==> src/inc/wdog_pkg.sv <==
// Constants and types shared by the dual watchdog design
package wdog_pkg;
  localparam logic [7:0]  SERVICE_REG_ADDR  = 8'ha6;
  localparam logic [7:0]  ARM_BYTE_FIRST    = 8'h1e;
  localparam logic [7:0]  ARM_BYTE_SECOND   = 8'he1;
  localparam int          HW_COUNT_WIDTH    = 14;
  localparam logic [13:0] HW_COUNT_LAST     = 14'h3fff;
  localparam int          PULSE_OSC_SIX     = 98;
  localparam int          PULSE_OSC_TWELVE  = 196;
  localparam int          CLOCKS_SIX        = 6;
  localparam int          CLOCKS_TWELVE     = 12;
  // Counter mode register bit that enables reset on module 4 match
  localparam int          MATCH_RESET_BIT   = 6;
  localparam logic [7:0]  COUNTER_MODE_RESET = 8'h00;
  localparam logic [7:0]  MODULE_MODE_RESET = 8'h00;
  // Module mode register field positions
  localparam int          COMPARATOR_EN_BIT = 6;
  localparam int          MATCH_EN_BIT      = 3;
  localparam int          PWM_BIT           = 1;
  localparam int          CAPTURE_POS_BIT   = 5;
  localparam int          CAPTURE_NEG_BIT   = 4;
  typedef enum logic [1:0] {
    ARM_IDLE  = 2'b00,
    ARM_FIRST = 2'b01
  } arm_state_t;
endpackage

==> src/inc/mcycle_if.sv <==
// Machine-cycle timing shared between the top and its helpers
`timescale 1ns/100ps
`default_nettype none
interface mcycle_if;
  logic tick;
  logic twelveClk;
  modport src (output tick, input twelveClk);
  modport dst (input tick, input twelveClk);
endinterface
`default_nettype wire

==> src/rtl/dual_watchdog.sv <==
// Hardware watchdog and counter-array module 4 watchdog
//
// Overview of operation
// - After any reset the hardware watchdog is off and does not count.
// - Writing 1e then e1 to the service register arms the watchdog.
// - Armed counter advances once per machine cycle.
// - Once armed, only a reset disarms the hardware watchdog.
// - 14-bit counter reaching 3fff resets the whole device.
// - Service register is write-only; the counter is never visible.
// - Overflow drives reset pin high for 98 or 196 oscillator periods.
// - Only module 4 offers the watchdog; other modes stay usable.
// - Active array watchdog compares 16-bit value with timer; match resets.
// - Array watchdog reset never drives the reset pin.
// - Array watchdog active only in compare mode with match-reset enable set.
// - Clearing the enable before a match suppresses the reset.
// - Match detected only with comparator and match enables both set.
`timescale 1ns/100ps
`default_nettype none
module dual_watchdog (
  input  wire logic        ref_clk,
  input  wire logic        rstn,
  input  wire logic        twelveClkMode,
  input  wire logic        regWrite,
  input  wire logic [7:0]  regAddr,
  input  wire logic [7:0]  regWdata,
  input  wire logic [7:0]  array_counter_mode_reg,
  input  wire logic [7:0]  module4_mode_reg,
  input  wire logic [7:0]  module4_compare_low,
  input  wire logic [7:0]  module4_compare_high,
  input  wire logic [7:0]  array_timer_low,
  input  wire logic [7:0]  array_timer_high,
  output logic             resetPinOut,
  output logic             internalReset,
  output logic             hwArmed
);
  mcycle_if mc ();
  assign mc.twelveClk = twelveClkMode;

  mcycle_gen u_gen (
    .ref_clk (ref_clk),
    .rstn    (rstn),
    .mc      (mc)
  );

  // Any watchdog reset loops back as a device reset
  logic devRstn;
  logic hwOverflow_q;
  logic arrayReset_q;
  assign devRstn = rstn && !hwOverflow_q && !arrayReset_q;

  wdog_pkg::arm_state_t arm_q;
  logic                 armed_q;
  logic [13:0]          cnt_q;

  logic svcWrite;
  logic seqDone;
  assign svcWrite = regWrite && (regAddr == wdog_pkg::SERVICE_REG_ADDR);
  assign seqDone  = svcWrite && (arm_q == wdog_pkg::ARM_FIRST)
                    && (regWdata == wdog_pkg::ARM_BYTE_SECOND);

  // Sequence tracker: a repeated 1e keeps the pair open; any byte other than 1e or e1 breaks it
  always_ff @(posedge ref_clk) begin
    if (!devRstn) begin
      arm_q <= wdog_pkg::ARM_IDLE;
    end else if (svcWrite) begin
      unique case (arm_q)
        wdog_pkg::ARM_IDLE:
          arm_q <= (regWdata == wdog_pkg::ARM_BYTE_FIRST) ? wdog_pkg::ARM_FIRST
                                                          : wdog_pkg::ARM_IDLE;
        wdog_pkg::ARM_FIRST:
          arm_q <= (regWdata == wdog_pkg::ARM_BYTE_FIRST) ? wdog_pkg::ARM_FIRST
                                                          : wdog_pkg::ARM_IDLE;
        default: arm_q <= wdog_pkg::ARM_IDLE;
      endcase
    end
  end

  always_ff @(posedge ref_clk) begin
    if (!devRstn) armed_q <= 1'b0;
    else if (seqDone) armed_q <= 1'b1;
  end

  logic hwHit;
  // A service landing on the last tick restarts the count instead of firing
  assign hwHit = armed_q && mc.tick && !seqDone
                 && (cnt_q == wdog_pkg::HW_COUNT_LAST - 14'h1);

  always_ff @(posedge ref_clk) begin
    if (!devRstn) cnt_q <= 14'h0000;
    else if (seqDone) cnt_q <= 14'h0000;
    else if (armed_q && mc.tick) cnt_q <= cnt_q + 14'h1;
  end

  always_ff @(posedge ref_clk) begin
    if (!devRstn) hwOverflow_q <= 1'b0;
    else hwOverflow_q <= hwHit;
  end

  // Array watchdog: comparator plus match enables, no PWM, reset-enable bit
  logic compareMode;
  logic arrayActive;
  logic arrayMatch;
  assign compareMode = module4_mode_reg[wdog_pkg::COMPARATOR_EN_BIT]
                       && module4_mode_reg[wdog_pkg::MATCH_EN_BIT]
                       && !module4_mode_reg[wdog_pkg::PWM_BIT];
  assign arrayActive = compareMode
                       && array_counter_mode_reg[wdog_pkg::MATCH_RESET_BIT];
  assign arrayMatch  = arrayActive
                       && ({module4_compare_high, module4_compare_low}
                           == {array_timer_high, array_timer_low});

  always_ff @(posedge ref_clk) begin
    if (!devRstn) arrayReset_q <= 1'b0;
    else arrayReset_q <= arrayMatch;
  end

  // Pin pulse only from the hardware watchdog
  logic pulse;
  reset_pulse u_pulse (
    .ref_clk (ref_clk),
    .rstn    (rstn),
    .fire    (hwOverflow_q),
    .mc      (mc),
    .pulse   (pulse)
  );

  always_ff @(posedge ref_clk) begin
    if (!rstn) begin
      resetPinOut   <= 1'b0;
      internalReset <= 1'b0;
      hwArmed       <= 1'b0;
    end else begin
      resetPinOut   <= pulse;
      internalReset <= hwOverflow_q || arrayReset_q;
      hwArmed       <= armed_q;
    end
  end

  hw_count_a: assert property (@(posedge ref_clk) disable iff (!rstn)
    !armed_q |=> cnt_q == 14'h0000) else $error("counter moved while disarmed");
  arm_seq_a: assert property (@(posedge ref_clk) disable iff (!rstn)
    seqDone && devRstn |=> armed_q && cnt_q == 14'h0000) else $error("sequence did not arm");
  stay_on_a: assert property (@(posedge ref_clk) disable iff (!rstn)
    armed_q && devRstn |=> armed_q || !devRstn) else $error("watchdog disarmed");
  ovf_a: assert property (@(posedge ref_clk) disable iff (!rstn)
    hwHit |=> hwOverflow_q) else $error("overflow missed");
  pin_a: assert property (@(posedge ref_clk) disable iff (!rstn)
    hwOverflow_q |=> ##2 resetPinOut [*8]) else $error("reset pin pulse short");
  arr_pin_a: assert property (@(posedge ref_clk) disable iff (!rstn)
    arrayReset_q && !pulse |=> !resetPinOut) else $error("array reset drove pin");
  arr_match_a: assert property (@(posedge ref_clk) disable iff (!rstn)
    arrayMatch && devRstn |=> arrayReset_q ##1 internalReset) else $error("match no reset");
  arr_gate_a: assert property (@(posedge ref_clk) disable iff (!rstn)
    !arrayActive |=> !arrayReset_q) else $error("reset without enable");
  step_a: assert property (@(posedge ref_clk) disable iff (!rstn)
    armed_q && mc.tick && !seqDone && !hwHit && devRstn |=> cnt_q == $past(cnt_q) + 14'h1)
    else $error("counter did not step");
endmodule
`default_nettype wire

==> src/rtl/mcycle_gen.sv <==
// Machine-cycle tick generator, six or twelve oscillator clocks per cycle
`timescale 1ns/100ps
`default_nettype none
module mcycle_gen (
  input  wire logic ref_clk,
  input  wire logic rstn,
  mcycle_if.src     mc
);
  logic [3:0] div_q;
  logic [3:0] last;
  assign last = mc.twelveClk ? 4'(wdog_pkg::CLOCKS_TWELVE - 1) : 4'(wdog_pkg::CLOCKS_SIX - 1);
  always_ff @(posedge ref_clk) begin
    if (!rstn) div_q <= 4'h0;
    else if (div_q >= last) div_q <= 4'h0;
    else div_q <= div_q + 4'h1;
  end
  assign mc.tick = (div_q >= last);
endmodule
`default_nettype wire

==> src/rtl/reset_pulse.sv <==
// Fixed-length pulse stretcher for the reset-out pin
`timescale 1ns/100ps
`default_nettype none
module reset_pulse (
  input  wire logic ref_clk,
  input  wire logic rstn,
  input  wire logic fire,
  mcycle_if.dst     mc,
  output var  logic pulse
);
  logic [7:0] cnt_q;
  logic [7:0] len;
  assign len = mc.twelveClk ? 8'(wdog_pkg::PULSE_OSC_TWELVE) : 8'(wdog_pkg::PULSE_OSC_SIX);
  always_ff @(posedge ref_clk) begin
    if (!rstn) cnt_q <= 8'h00;
    else if (fire) cnt_q <= len;
    else if (cnt_q != 8'h00) cnt_q <= cnt_q - 8'h01;
  end
  assign pulse = (cnt_q != 8'h00);
endmodule
`default_nettype wire

==> config.mk <==
export PLATFORM = sky130hd
export DESIGN_NAME = dual_watchdog
export DESIGN_NICKNAME = d
export VERILOG_FILES = /design/src/inc/wdog_pkg.sv /design/src/inc/mcycle_if.sv /design/src/rtl/dual_watchdog.sv /design/src/rtl/mcycle_gen.sv /design/src/rtl/reset_pulse.sv
export SDC_FILE = /design/constraint.sdc
export NUM_CORES = 1
export LEC_CHECK = 0
export BUFFER_PORTS_ARGS = -buffer_cell sky130_fd_sc_hd__buf_4
export CAP_MARGIN = 20
export CORE_ASPECT_RATIO = 1.5
export CORE_MARGIN = 2
export CORE_UTILIZATION = 49
export DETAILED_ROUTE_END_ITERATION = 10
export MAX_ROUTING_LAYER = met4
export PLACE_DENSITY_LB_ADDON = 0.08
export SLEW_MARGIN = 0
export SYNTH_ARGS = -nofsm -noshare
export SYNTH_HDL_FRONTEND = slang
export SYNTH_SLANG_ARGS = --single-unit
==> constraint.sdc <==
create_clock -name ref_clk -period 2 [get_ports ref_clk]
set_clock_uncertainty 0.15 [all_clocks]
set_input_delay 0.2 -clock ref_clk [delete_from_list [all_inputs] [get_ports ref_clk]]
set_output_delay 0.2 -clock ref_clk [all_outputs]
set_load 0.005 [all_outputs]
# --- Word-level counts from Yosys, hierarchy flattened ---
# Index checks and enable logic that the tools add are counted.
op_classes:
  add_sub_neg: 3
  multipliers: 0
  div: 0
  order_cmp: 1
  eq_ne: 6
  n_shift: 0
  muxes: 6
  bitwise_logic: 2
  n_reduce_logical: 23
op_table:
  columns: ["operator", "count"]
  rows:
  - ["2-to-1 mux 8 bit", 3]
  - ["equality test 16 bit", 1]
  - ["equality test 8 bit, second input constant", 2]
  - ["adder 14 x 1 -> 14 bit, second input constant", 1]
  - ["equality test 14 bit, second input constant", 1]
  - ["logical AND 1 bit", 12]
  - ["equality test 8 x 5 -> 1 bit, second input constant", 1]
  - ["nonzero test 8 bit", 1]
  - ["subtractor 8 x 1 -> 8 bit, second input constant", 1]
  - ["OR reduction 2 bit", 3]
  - ["adder 4 x 1 -> 4 bit, second input constant", 1]
  - ["greater-or-equal comparator 4 bit", 1]
  - ["zero test 1 bit", 4]
  - ["2-to-1 mux 4 bit", 1]
  - ["equality test 2 x 1 -> 1 bit, second input constant", 1]
  - ["zero test 2 bit", 1]
  - ["2-to-1 mux 1 bit", 2]
  - ["inverter 1 bit", 2]
  - ["nonzero test 2 bit", 1]
  - ["logical OR 1 bit", 1]
word_totals:
  register_bits: 34
  latchBits: 0
  ramBits: 0
  rom_bits: 0
  inputBits: 68
  out_inout_bits: 3
  elab_cells: 51
  n_memories: 0

# --- Longest topological paths before layout ---
# Gate-level depths: netlist (run 1).
depth:
  word_depth: 7
  ltp_mapped: 7
  depth_no_buf: 6

# --- Modules after synthesis ---
# A second synthesis (run 1) with hierarchy kept.
hier_totals:
  hier_cells: 194
  hier_area_um2: 1820.5
modules_own_cells:
  columns: ["mod", "n_inst", "cells_each", "area_per_inst_um2", "seq_area_each_um2"]
  rows:
  - ["dual_watchdog", 1, 124, 1163.6, 420.4]
  - ["reset_pulse", 1, 48, 442.9, 160.2]
  - ["mcycle_gen", 1, 22, 214.0, 80.1]

# --- Worst setup path after synthesis (run 1) ---
# OpenSTA, ideal clock, no wires.
synth_timing:
  kind: "register to register"
  from: "reg u_gen.div_q[3]"
  to: "reg cnt_q[4]"
  setup_ps: 138
  arrival_time_ps: 1517
  slack_ps: 195
  path_stages_with_launch: 7
  synth_period_minus_slack_ps: 1805
  path_cell_list: "dfxtp_1 > ha_1 > and3_1 > a221oi_4 > buf_2 > or3_1 > a21oi_1"
synth_between:
  elab_chain_len: 2
synth_lines:
  columns: ["item", "line_no", "source"]
  rows:
  - ["start: declaration", "mcycle_gen.sv:9", "logic [3:0] div_q;"]
  - ["start signal: assignment", "mcycle_gen.sv:15", "else div_q <= div_q + 4'h1;"]
  - ["greater-or-equal comparator 4 bit", "mcycle_gen.sv:17", "assign mc.tick = (div_q >= last);"]
  - ["logical AND 1 bit", "dual_watchdog.sv:91", "else if (armed_q && mc.tick) cnt_q <= cnt_q + 14'h1;"]
  - ["end signal: assignment", "dual_watchdog.sv:91", null]
  - ["end: declaration", "dual_watchdog.sv:53", "logic [13:0] cnt_q;"]
# No other way between the ends.
# A chain may end at the register's enable or synchronous reset.

# --- Final worst setup path (run 1) ---
layout_timing:
  from: "reg u_gen.div_q[3]"
  to: "reg cnt_q[12]"
# The elaborated chain is that of the path after synthesis.

==> run metrics, run 1 <==
status=finished, final reports clean; initial antenna violation count=0; Synth Area in Adders=5.31%; Startpoint Class=flop; Total GRT Usage=22.5%; die area=0.00437 mm2; Starting Density=51.2%; critical path required time=2.08 ns; Post-synth ARST share=0%; Post-Synth Simple-Gate Area=29.3%; cells after synthesis=202; CTS Root Cell=clkbuf_8; crit path buf inv count=1; die height=80.0 um; Post-synth EDFFs=0; pin count of the biggest net entering global routing=29; top_reg_cell synth=dfxtp_1; Synth Area in XOR/XNOR=10.7%; Placed Instance Area=0.00239 mm2; CTS buffer count=5; Worst-Skew Late Latency=0.29 ns; share of layout cells above drive strength 1=33.8%; CTS Buffer Depth=2; total grt overflow=0; slowest CP cell=or4_1; Setup crit end kind=flop; pre-CTS WS=-0.00996 ns; average size of a mapped cell=9.33 um2; vias in the first global route=1761; maxcap violations=0; HPWL after detailed placement=3240 um; Compound-Gate Fraction of Synth Area=15.3%; period utilization=97.9%; Post-CTS Setup Bufs=0; Power per Cell Area=827 mW/mm2; Final setup viols=0; Top delay family on crit path=simple AND/OR/NAND/NOR gates; port bufs=58; fill count=342; Wirelength per Cell=13.9 um; H-Tree Level Count=2; Clock transition at path regs=0.07 ns; post-synth net total=278; Hold Violations, Final=0; Post-synth top cells=33 x dfxtp_1, 17 x a21oi_1, 17 x xnor2_1; most area-hungry cell type in the Yosys netlist=dfxtp_1; Die Wd=54.6 um; FF+latch count, synth=33; CP Cell Sequence=ha_4, and3_4, a221oi_4, buf_12, or4_1, a21oi_2; Via Count=1764; Synth cell types=45; Routed WL=4340 um; CTS sink cnt=33; Netlist Area Pre-Place=0.00188 mm2; Min-Delay Path Class=in2reg; n_diodes=0; setup_tns=0 ns; Slew HR=76.3%; Initial DRC Count=29; nets=344; area delta synth->final=35.1%; crit path DAT=2.04 ns; Floorplan Core Area=0.00368 mm2; fin crit period=1.96 ns; most numerous cell in the Yosys netlist=dfxtp_1; Synthesis Warnings=0; post-synthesis mux area share=1.59%; Ports=71; Worst-Margin Slew=0.354 ns; Final Cell Area=0.00255 mm2; CP max stage delay=0.52 ns; critical path peak fanout=28; CTS tree=done; post-route ant nets=0; First-pass DRT Iterations=4; Vias/cell=5.65; Pins Over Slew Limit=0; FP Rows=27; R2R Setup Slk=0.04 ns; CTS Hold Bufs=0; fmax=511 MHz; top cell type's share of synthesized area=35.1%; first-pass GRT wire length=7090 um; worst setup margin=0.0425 ns; Seq/Total Area, Yosys=35.1%; DRC=0; GPL Wtd Cong=0.711; Worst Path Class, Setup=reg2reg; dominant combinational cell family by area after synthesis=simple AND/OR/NAND/NOR gates; VDD IR max=0.712 mV; top cells by area, synth=dfxtp_1 35%, xnor2_1 7.9%, ha_1 5.3%, a21oi_1 4.5%, or4_1 2.8%; static leakage=1.04 nW
[metal layers]
metal	global-route usage, %	part of all wire (%)
met1	18.9	36
met3	6.74	3.8
met2	42.0	57
met4	10.3	2.8
met5	-	0
[cell families after synthesis]
family          after synthesis
fa+ha+maj                     8
xor+xnor                     23
mux                           3
simple gates                 83
flops                        33
compound gates               41
buf+inv                      11
[worst register-to-register path, delay by kind of cell (launching register included)]
kind	cells	cell delay (ns)
flops	1	0.35
buf+inv	1	0.16
compound gates	2	0.22
simple gates	2	0.72
fa+ha+maj	1	0.29
[cells in the final DEF, fill, tap and decap left out, types with 4 or more instances in the layout]
master | synthesis | routed
ha_1 | 8 | 6
nand2_1 | 10 | 10
nor4_1 | 4 | 4
a21oi_1 | 17 | 14
or4_1 | 7 | 6
clkbuf_8 | 0 | 7
nand3_1 | 4 | 4
dfxtp_1 | 33 | 33
buf_4 | 0 | 61
o31ai_1 | 6 | 6
xor2_1 | 6 | 6
or3_1 | 6 | 6
nand2b_1 | 5 | 5
xnor2_1 | 17 | 17
nand4_1 | 7 | 7
nor2_1 | 10 | 10
o21ai_0 | 7 | 7
inv_1 | 8 | 8
[power breakdown]
part	internal, mW	switching (mW)	total, mW	leakage (nW)
Clock	0.311	0.250	0.561	0.0542
Sequential	0.747	0.0795	0.826	0.268
Combinational	0.375	0.344	0.719	0.715
[repair_timing]
action	4_1_cts	5_1_grt
setup endpoints to repair	0	7
gates resized for setup	0	8
hold endpoints to repair	0	0
[path summary, 6_finish.rpt]
kind                       start         to  cells after the start
hold reg to reg        cnt_q[13]  cnt_q[13]                      2
hold / removal              rstn    hwArmed                      2
setup / recovery  u_gen.div_q[3]  cnt_q[12]                      6
setup reg to reg  u_gen.div_q[3]  cnt_q[12]                      6
[state kept, by name (all words and copies together) (netlist names)]
name and flops:
internalReset 1, armed_q 1, arm_q 1, cnt_q 14
hwArmed 1, u_gen.div_q 4, arrayReset_q 1, hwOverflow_q 1
resetPinOut 1, u_pulse.cnt_q 8
[final cells by class]
class / instances / area (um2) / area share (%)
Tap cell: 43 / 53.8 / 2.11
Timing Repair Buffer: 62 / 478 / 18.8
Clock buffer: 7 / 96.3 / 3.78
Sequential cell: 33 / 661 / 25.9
Multi-Input combinational cell: 158 / 1220 / 48.0
Clock inverter: 1 / 5.00 / 0.197
Inverter: 8 / 30.0 / 1.18
[metrics by stage]
stage               utilization, %  power (mW)  hold slack (ns)  cells
finish                        69.1        2.11           0.0431    312
CTS                           67.8        2.12           0.0362    312
global route                  69.1        2.27           0.0479    312
floorplan                        -        1.34            0.177    202
global placement              65.0        1.53            0.316    304
detailed placement            65.0        1.55            0.328    304
Power figures use the tool's default switching activity.
==> run 2, diff against run 1 <==
CORE_UTILIZATION = 36   (was 49)
==> run 2 against run 1 <==
Against the previous run:
- sequential share of layout area unchanged
- final area unchanged
- total power down 4.7%
- hold slack better by 0.015 ns
==> run metrics, run 2 (synthesis gave the netlist of run 1 again) <==
Slew HR=76.2% (-0.096 points); number of flip-flops in the largest register=14 (unchanged); Total GRT Usage=16.8% (-5.7 points); most common cell after layout, fill and taps aside=buf_4; Pins Over Slew Limit=0 (unchanged); total grt overflow=0 (unchanged); pin count of the biggest net entering global routing=21 (-28%); net switching power=0.640 mW (-5.0%); Flop pwr share=41.0% (+1.8 points); r2r startpoint=u_gen.div_q[3]; critical path peak fanout=20 (-29%); CTS Hold Bufs=0 (unchanged); maxcap violations=0 (unchanged); Via Count=1722 (-2.4%); Worst-Margin Slew=0.354 ns (-0.000296 ns); Worst-Skew Late Latency=0.28 ns (about the same); Min-Delay Path Class=in2reg; clock power share=23.9% (-2.7 points); Routed WL=4280 um (-1.3%); GPL Wtd Cong=0.764 (+7.5%); CTS buffer count=5 (unchanged); Power per Cell Area=789 mW/mm2 (-4.7%); DRC=0 (unchanged); initial antenna violation count=0 (unchanged); Die Wd=63.1 um (+15%); die area=0.00584 mm2 (+34%); share of layout cells above drive strength 1=31.7% (-2.1 points); Final Util=50.1% (-19 points); critical path required time=2.07 ns (about the same); Hold Violations, Final=0 (unchanged); setup_tns=0 ns (unchanged); n_diodes=0 (unchanged); Worst Path Class, Setup=reg2reg; CTS tree=done; Initial DRC Count=24 (-17%); CP endpoint=cnt_q[5]; H-Tree Level Count=2 (unchanged); Comb pwr share=35.2% (+1.1 points); Starting Density=37.1% (-14 points); VDD IR max=0.465 mV (-35%); Clock transition at path regs=0.07 ns (about the same); biggest regs=cnt_q (14), u_pulse.cnt_q (8), u_gen.div_q (4); CP Launch Point=u_gen.div_q[3]; commonest cells after routing, fill and taps aside=63 x buf_4, 33 x dfxtp_1, 17 x xnor2_1; post-route ant nets=0 (unchanged); crit path DAT=1.99 ns (-0.05 ns); die height=92.6 um (+16%); switching portion of total power=31.9% (-0.097 points); nets=346 (+0.58%); port bufs=58 (unchanged); CTS Root Cell=clkbuf_8; area delta synth->final=35.1% (unchanged); Startpoint Class=flop; internal power=1.37 mW (-4.5%); Top reg by flops=cnt_q; Critical R2R Capture=cnt_q[5]; fin crit period=1.92 ns (-0.0422 ns); RSZ-0062 raised after global routing=no; FP Rows=32 (+19%); HPWL after detailed placement=3420 um (+5.7%); Final setup viols=0 (unchanged); status=finished, final reports clean; first-pass GRT wire length=7680 um (+8.3%); Ports=71 (unchanged); Setup crit end kind=flop; Floorplan Core Area=0.00508 mm2 (+38%); period utilization=95.8% (-2.1 points); static leakage=1.03 nW (-0.49%); First-pass DRT Iterations=4 (unchanged); fmax=522 MHz (+2.2%); Worst R2R Path Depth=6 (unchanged); vias in the first global route=1812 (+2.9%); Wirelength per Cell=12.6 um (-9.2%); Vias/cell=5.08 (-10%); CTS sink cnt=33 (unchanged); CTS Buffer Depth=2 (unchanged); R2R Setup Slk=0.08 ns (+0.04 ns)
## run 2: changes by cell type in the layout (fill, tap and decap cells not counted), sizes merged
cell	delta
clkbuf	+1
clkinv	-1
buf	+2
## run 2: power by group through the flow
stage	logic [mW]	clock network, mW	registers (mW)
2_1_floorplan	0.517	0	0.824
3_3_place_gp	0.709	0	0.836
3_5_place_dp	0.709	0	0.837
4_1_cts	0.715	0.503	0.823
6_report	0.706	0.479	0.823
5_1_grt	0.807	0.524	0.834
## run 2: worst max-delay path, cell delays in order, from the launching register on
cell	delay, ns
dfxtp_1	0.34
ha_4	0.28
and3_4	0.19
a221oi_4	0.07
buf_12	0.16
or4_1	0.52
a21oi_2	0.14
## run 2: timing repair
action / 4_1_cts / 5_1_grt
buffers inserted: 0 / 0
endpoints found under the setup margin: 0 / 10
gates resized for setup: 0 / 4
## run 2: worst min path at each step
stage / startpoint / cells after the start / to
floorplan: rstn / 1 / hwArmed
global placement: cnt_q[13] / 2 / cnt_q[13]
detailed placement: cnt_q[12] / 2 / cnt_q[12]
CTS: rstn / 2 / hwArmed
global route: rstn / 2 / hwArmed
finish: rstn / 2 / hwArmed
## run 2: routing by layer
layer | track usage (%) | wire length, um | part of all wire (%) | vias up
met1 | 16.6 | 1610 | 38 | 809
met2 | 31.1 | 2450 | 57 | 20
met5 | - | 0 | 0 | -
li1 | - | - | - | 886
met3 | 4.01 | 119 | 2.8 | 7
met4 | 6.85 | 102 | 2.4 | 0
## run 2: final cells by class
class | instances | area (um2)
clock buffer | 8 | 80.1
sequential | 33 | 661
timing repair buffer | 64 | 493
inverter | 8 | 30.0
tap | 68 | 85.1
fill | 540 | 2540
multi-input combinational | 158 | 1200
## run 2: through the flow
step,cells,hold WS [ns],area [um2],worst slack [ns],power (mW)
floorplan,202,0.177,1880,0.195,1.34
global placement,331,0.318,2440,0.0278,1.55
detailed placement,331,0.322,2440,0.00838,1.55
CTS,339,0.0472,2520,0.0530,2.04
global route,339,0.0578,2550,0.00978,2.17
finish,339,0.0583,2550,0.0847,2.01
==> run 3, diff against run 2 <==
==> constraint.sdc (replaced) <==
create_clock -name ref_clk -period 2 [get_ports ref_clk]
set_clock_uncertainty 0.15 [all_clocks]
set_input_delay 0.1 -clock ref_clk [delete_from_list [all_inputs] [get_ports ref_clk]]
set_output_delay 0.1 -clock ref_clk [all_outputs]
set_load 0.005 [all_outputs]
==> run 3 against run 2 <==
Against the previous run:
- global-route usage is 0.24 points higher
- die area is the same
- maximum frequency hardly changed
- highest routed layer unchanged
- clock-buffer cell count is 1 lower
- critical path type unchanged
- critical endpoint unchanged
- hold slack lost 0.057 ns
==> run metrics, run 3 (synthesis gave the netlist of run 1 again) <==
number of flip-flops in the largest register=14 (unchanged); period utilization=95.7% (about the same); FP Rows=32 (unchanged); vias in the first global route=1797 (-0.83%); First-pass DRT Iterations=4 (unchanged); CP endpoint=cnt_q[5]; Comb pwr share=35.9% (+0.7 points); internal power=1.42 mW (+4.0%); crit path DAT=1.98 ns (about the same); CTS Root Cell=clkbuf_8; met1 WL=1680 um (+4.4%); Pins Over Slew Limit=0 (unchanged); DP Cell Count=329 (-0.60%); Die Wd=63.1 um (unchanged); maxcap violations=0 (unchanged); nets=360 (+4.0%); fill count=499 (-7.6%); Worst-Skew Late Latency=0.29 ns (about the same); Power per Cell Area=763 mW/mm2 (-3.2%); Hold Violations, Final=0 (unchanged); Floorplan Core Area=0.00508 mm2 (unchanged); n_diodes=0 (unchanged); Wirelength per Cell=12.7 um (+0.60%); Final Cell Area=0.00272 mm2 (+6.7%); R2R Setup Slk=0.09 ns (about the same); Worst Path Class, Setup=reg2reg; GPL Wtd Cong=0.758 (-0.72%); post-route ant nets=0 (unchanged); Initial DRC Count=60 (+150%); net switching power=0.651 mW (+1.7%); fin crit period=1.91 ns (-0.00185 ns); Startpoint Class=flop; Placed Instance Area=0.00243 mm2 (-0.61%); status=finished, final reports clean; switching portion of total power=31.4% (-0.49 points); pin count of the biggest net entering global routing=29 (+38%); Flop pwr share=39.7% (-1.3 points); setup_tns=0 ns (unchanged); Pwr Total=2.07 mW (+3.3%); RSZ-0062 raised after global routing=no; port bufs=58 (unchanged); VDD IR max=0.423 mV (-9.0%); biggest regs=cnt_q (14), u_pulse.cnt_q (8), u_gen.div_q (4); Total GRT Usage=17.0% (+0.24 points); Vias/cell=5.08 (about the same); Final Instance Count excl. Fillers=352 (+3.8%); Via Count=1788 (+3.8%); CTS Buffer Depth=2 (unchanged); uppermost layer routed=met4; commonest cells after routing, fill and taps aside=61 x buf_4, 31 x dfxtp_1, 17 x xnor2_1; DRC=0 (unchanged); die height=92.6 um (unchanged); Ports=71 (unchanged); Slew HR=78.6% (+2.4 points); Worst R2R Path Depth=6 (unchanged); Clock transition at path regs=0.06 ns (about the same); clock power share=24.3% (+0.4 points); Routed WL=4470 um (+4.5%); WL met3=143 um (+20%); Critical R2R Capture=cnt_q[5]; Worst-Margin Slew=0.318 ns (-0.0357 ns); Hold Slack=0.00174 ns (-0.0565 ns); CP Launch Point=u_gen.div_q[2]; area delta synth->final=44.2%; CTS buffer count=5 (unchanged); Post-CTS Setup Bufs=0 (unchanged); static leakage=1.09 nW (+5.8%); Min-Delay Path Class=in2reg; first-pass GRT wire length=7670 um (about the same); initial antenna violation count=0 (unchanged); CTS tree=done; Starting Density=37.1% (unchanged); Top reg by flops=cnt_q; critical path required time=2.07 ns (about the same); share of layout cells above drive strength 1=31.3% (-0.40 points); total grt overflow=0 (unchanged); r2r startpoint=u_gen.div_q[2]; most common cell after layout, fill and taps aside=buf_4; fmax=523 MHz (about the same); met2 wire len=2510 um (+2.2%); CTS sink cnt=33 (unchanged); Final setup viols=0 (unchanged); H-Tree Level Count=2 (unchanged); critical path peak fanout=28 (+40%); HPWL after detailed placement=3380 um (-1.2%); Setup crit end kind=flop; die area=0.00584 mm2 (unchanged)
run 3: timing repair:
action | 4_1_cts | 5_1_grt
endpoints found under the setup margin | 0 | 6
gates resized for setup | 0 | 8
endpoints found under the hold margin | 7 | 0
hold buffers | 16 | 0
run 3: layout make-up:
| class | count | area [um2] | share of cell area (%) |
|---|---|---|---|
| clock buffers | 7 | 86.3 | 3.18 |
| inverters | 8 | 30.0 | 1.10 |
| multi-input cells | 158 | 1210 | 44.7 |
| flip-flops and latches | 33 | 663 | 24.4 |
| well taps | 68 | 85.1 | 3.13 |
| repair buffers | 78 | 638 | 23.5 |
run 3: how the worst min path moves through the flow:
stage                                  startpoint            to  slack, ns  depth (start not counted)
after detailed placement                     rstn       hwArmed       0.25                          2
after floorplan                              rstn       hwArmed       0.08                          1
after global routing      module4_compare_high[1]  arrayReset_q       0.02                          4
after CTS                  module4_compare_low[4]  arrayReset_q      0.001                          4
after global placement                       rstn       hwArmed       0.25                          2
final                     module4_compare_high[1]  arrayReset_q      0.002                          4
run 3: worst max-delay path, stage by stage (launching register included):
cell and delay, ns:
dfxtp_2 0.34, ha_4 0.27, and3_4 0.18, a221oi_4 0.07, buf_12 0.17, or4_1 0.52, a21oi_2 0.14
run 3: through the flow:
stage | setup slack [ns] | util (%)
2_1_floorplan | 0.195 | -
3_3_place_gp | 0.0708 | 47.7
3_5_place_dp | 0.0532 | 47.7
4_1_cts | 0.0373 | 52.6
5_1_grt | 0.00143 | 53.4
6_report | 0.0866 | 53.4
run 3: metal layers:
| layer | up-vias | track usage [%] |
|---|---|---|
| met5 | - | - |
| met2 | 28 | 31.3 |
| met4 | 0 | 8.52 |
| li1 | 915 | - |
| met3 | 11 | 4.62 |
| met1 | 834 | 16.1 |
run 3: power by group through the flow:
| stage | registers [mW] | logic (mW) | clock network (mW) |
|---|---|---|---|
| after detailed placement | 0.838 | 0.706 | 0 |
| after CTS | 0.823 | 0.747 | 0.529 |
| final | 0.824 | 0.745 | 0.505 |
| after floorplan | 0.824 | 0.517 | 0 |
| after global routing | 0.841 | 0.829 | 0.558 |
| after global placement | 0.837 | 0.705 | 0 |
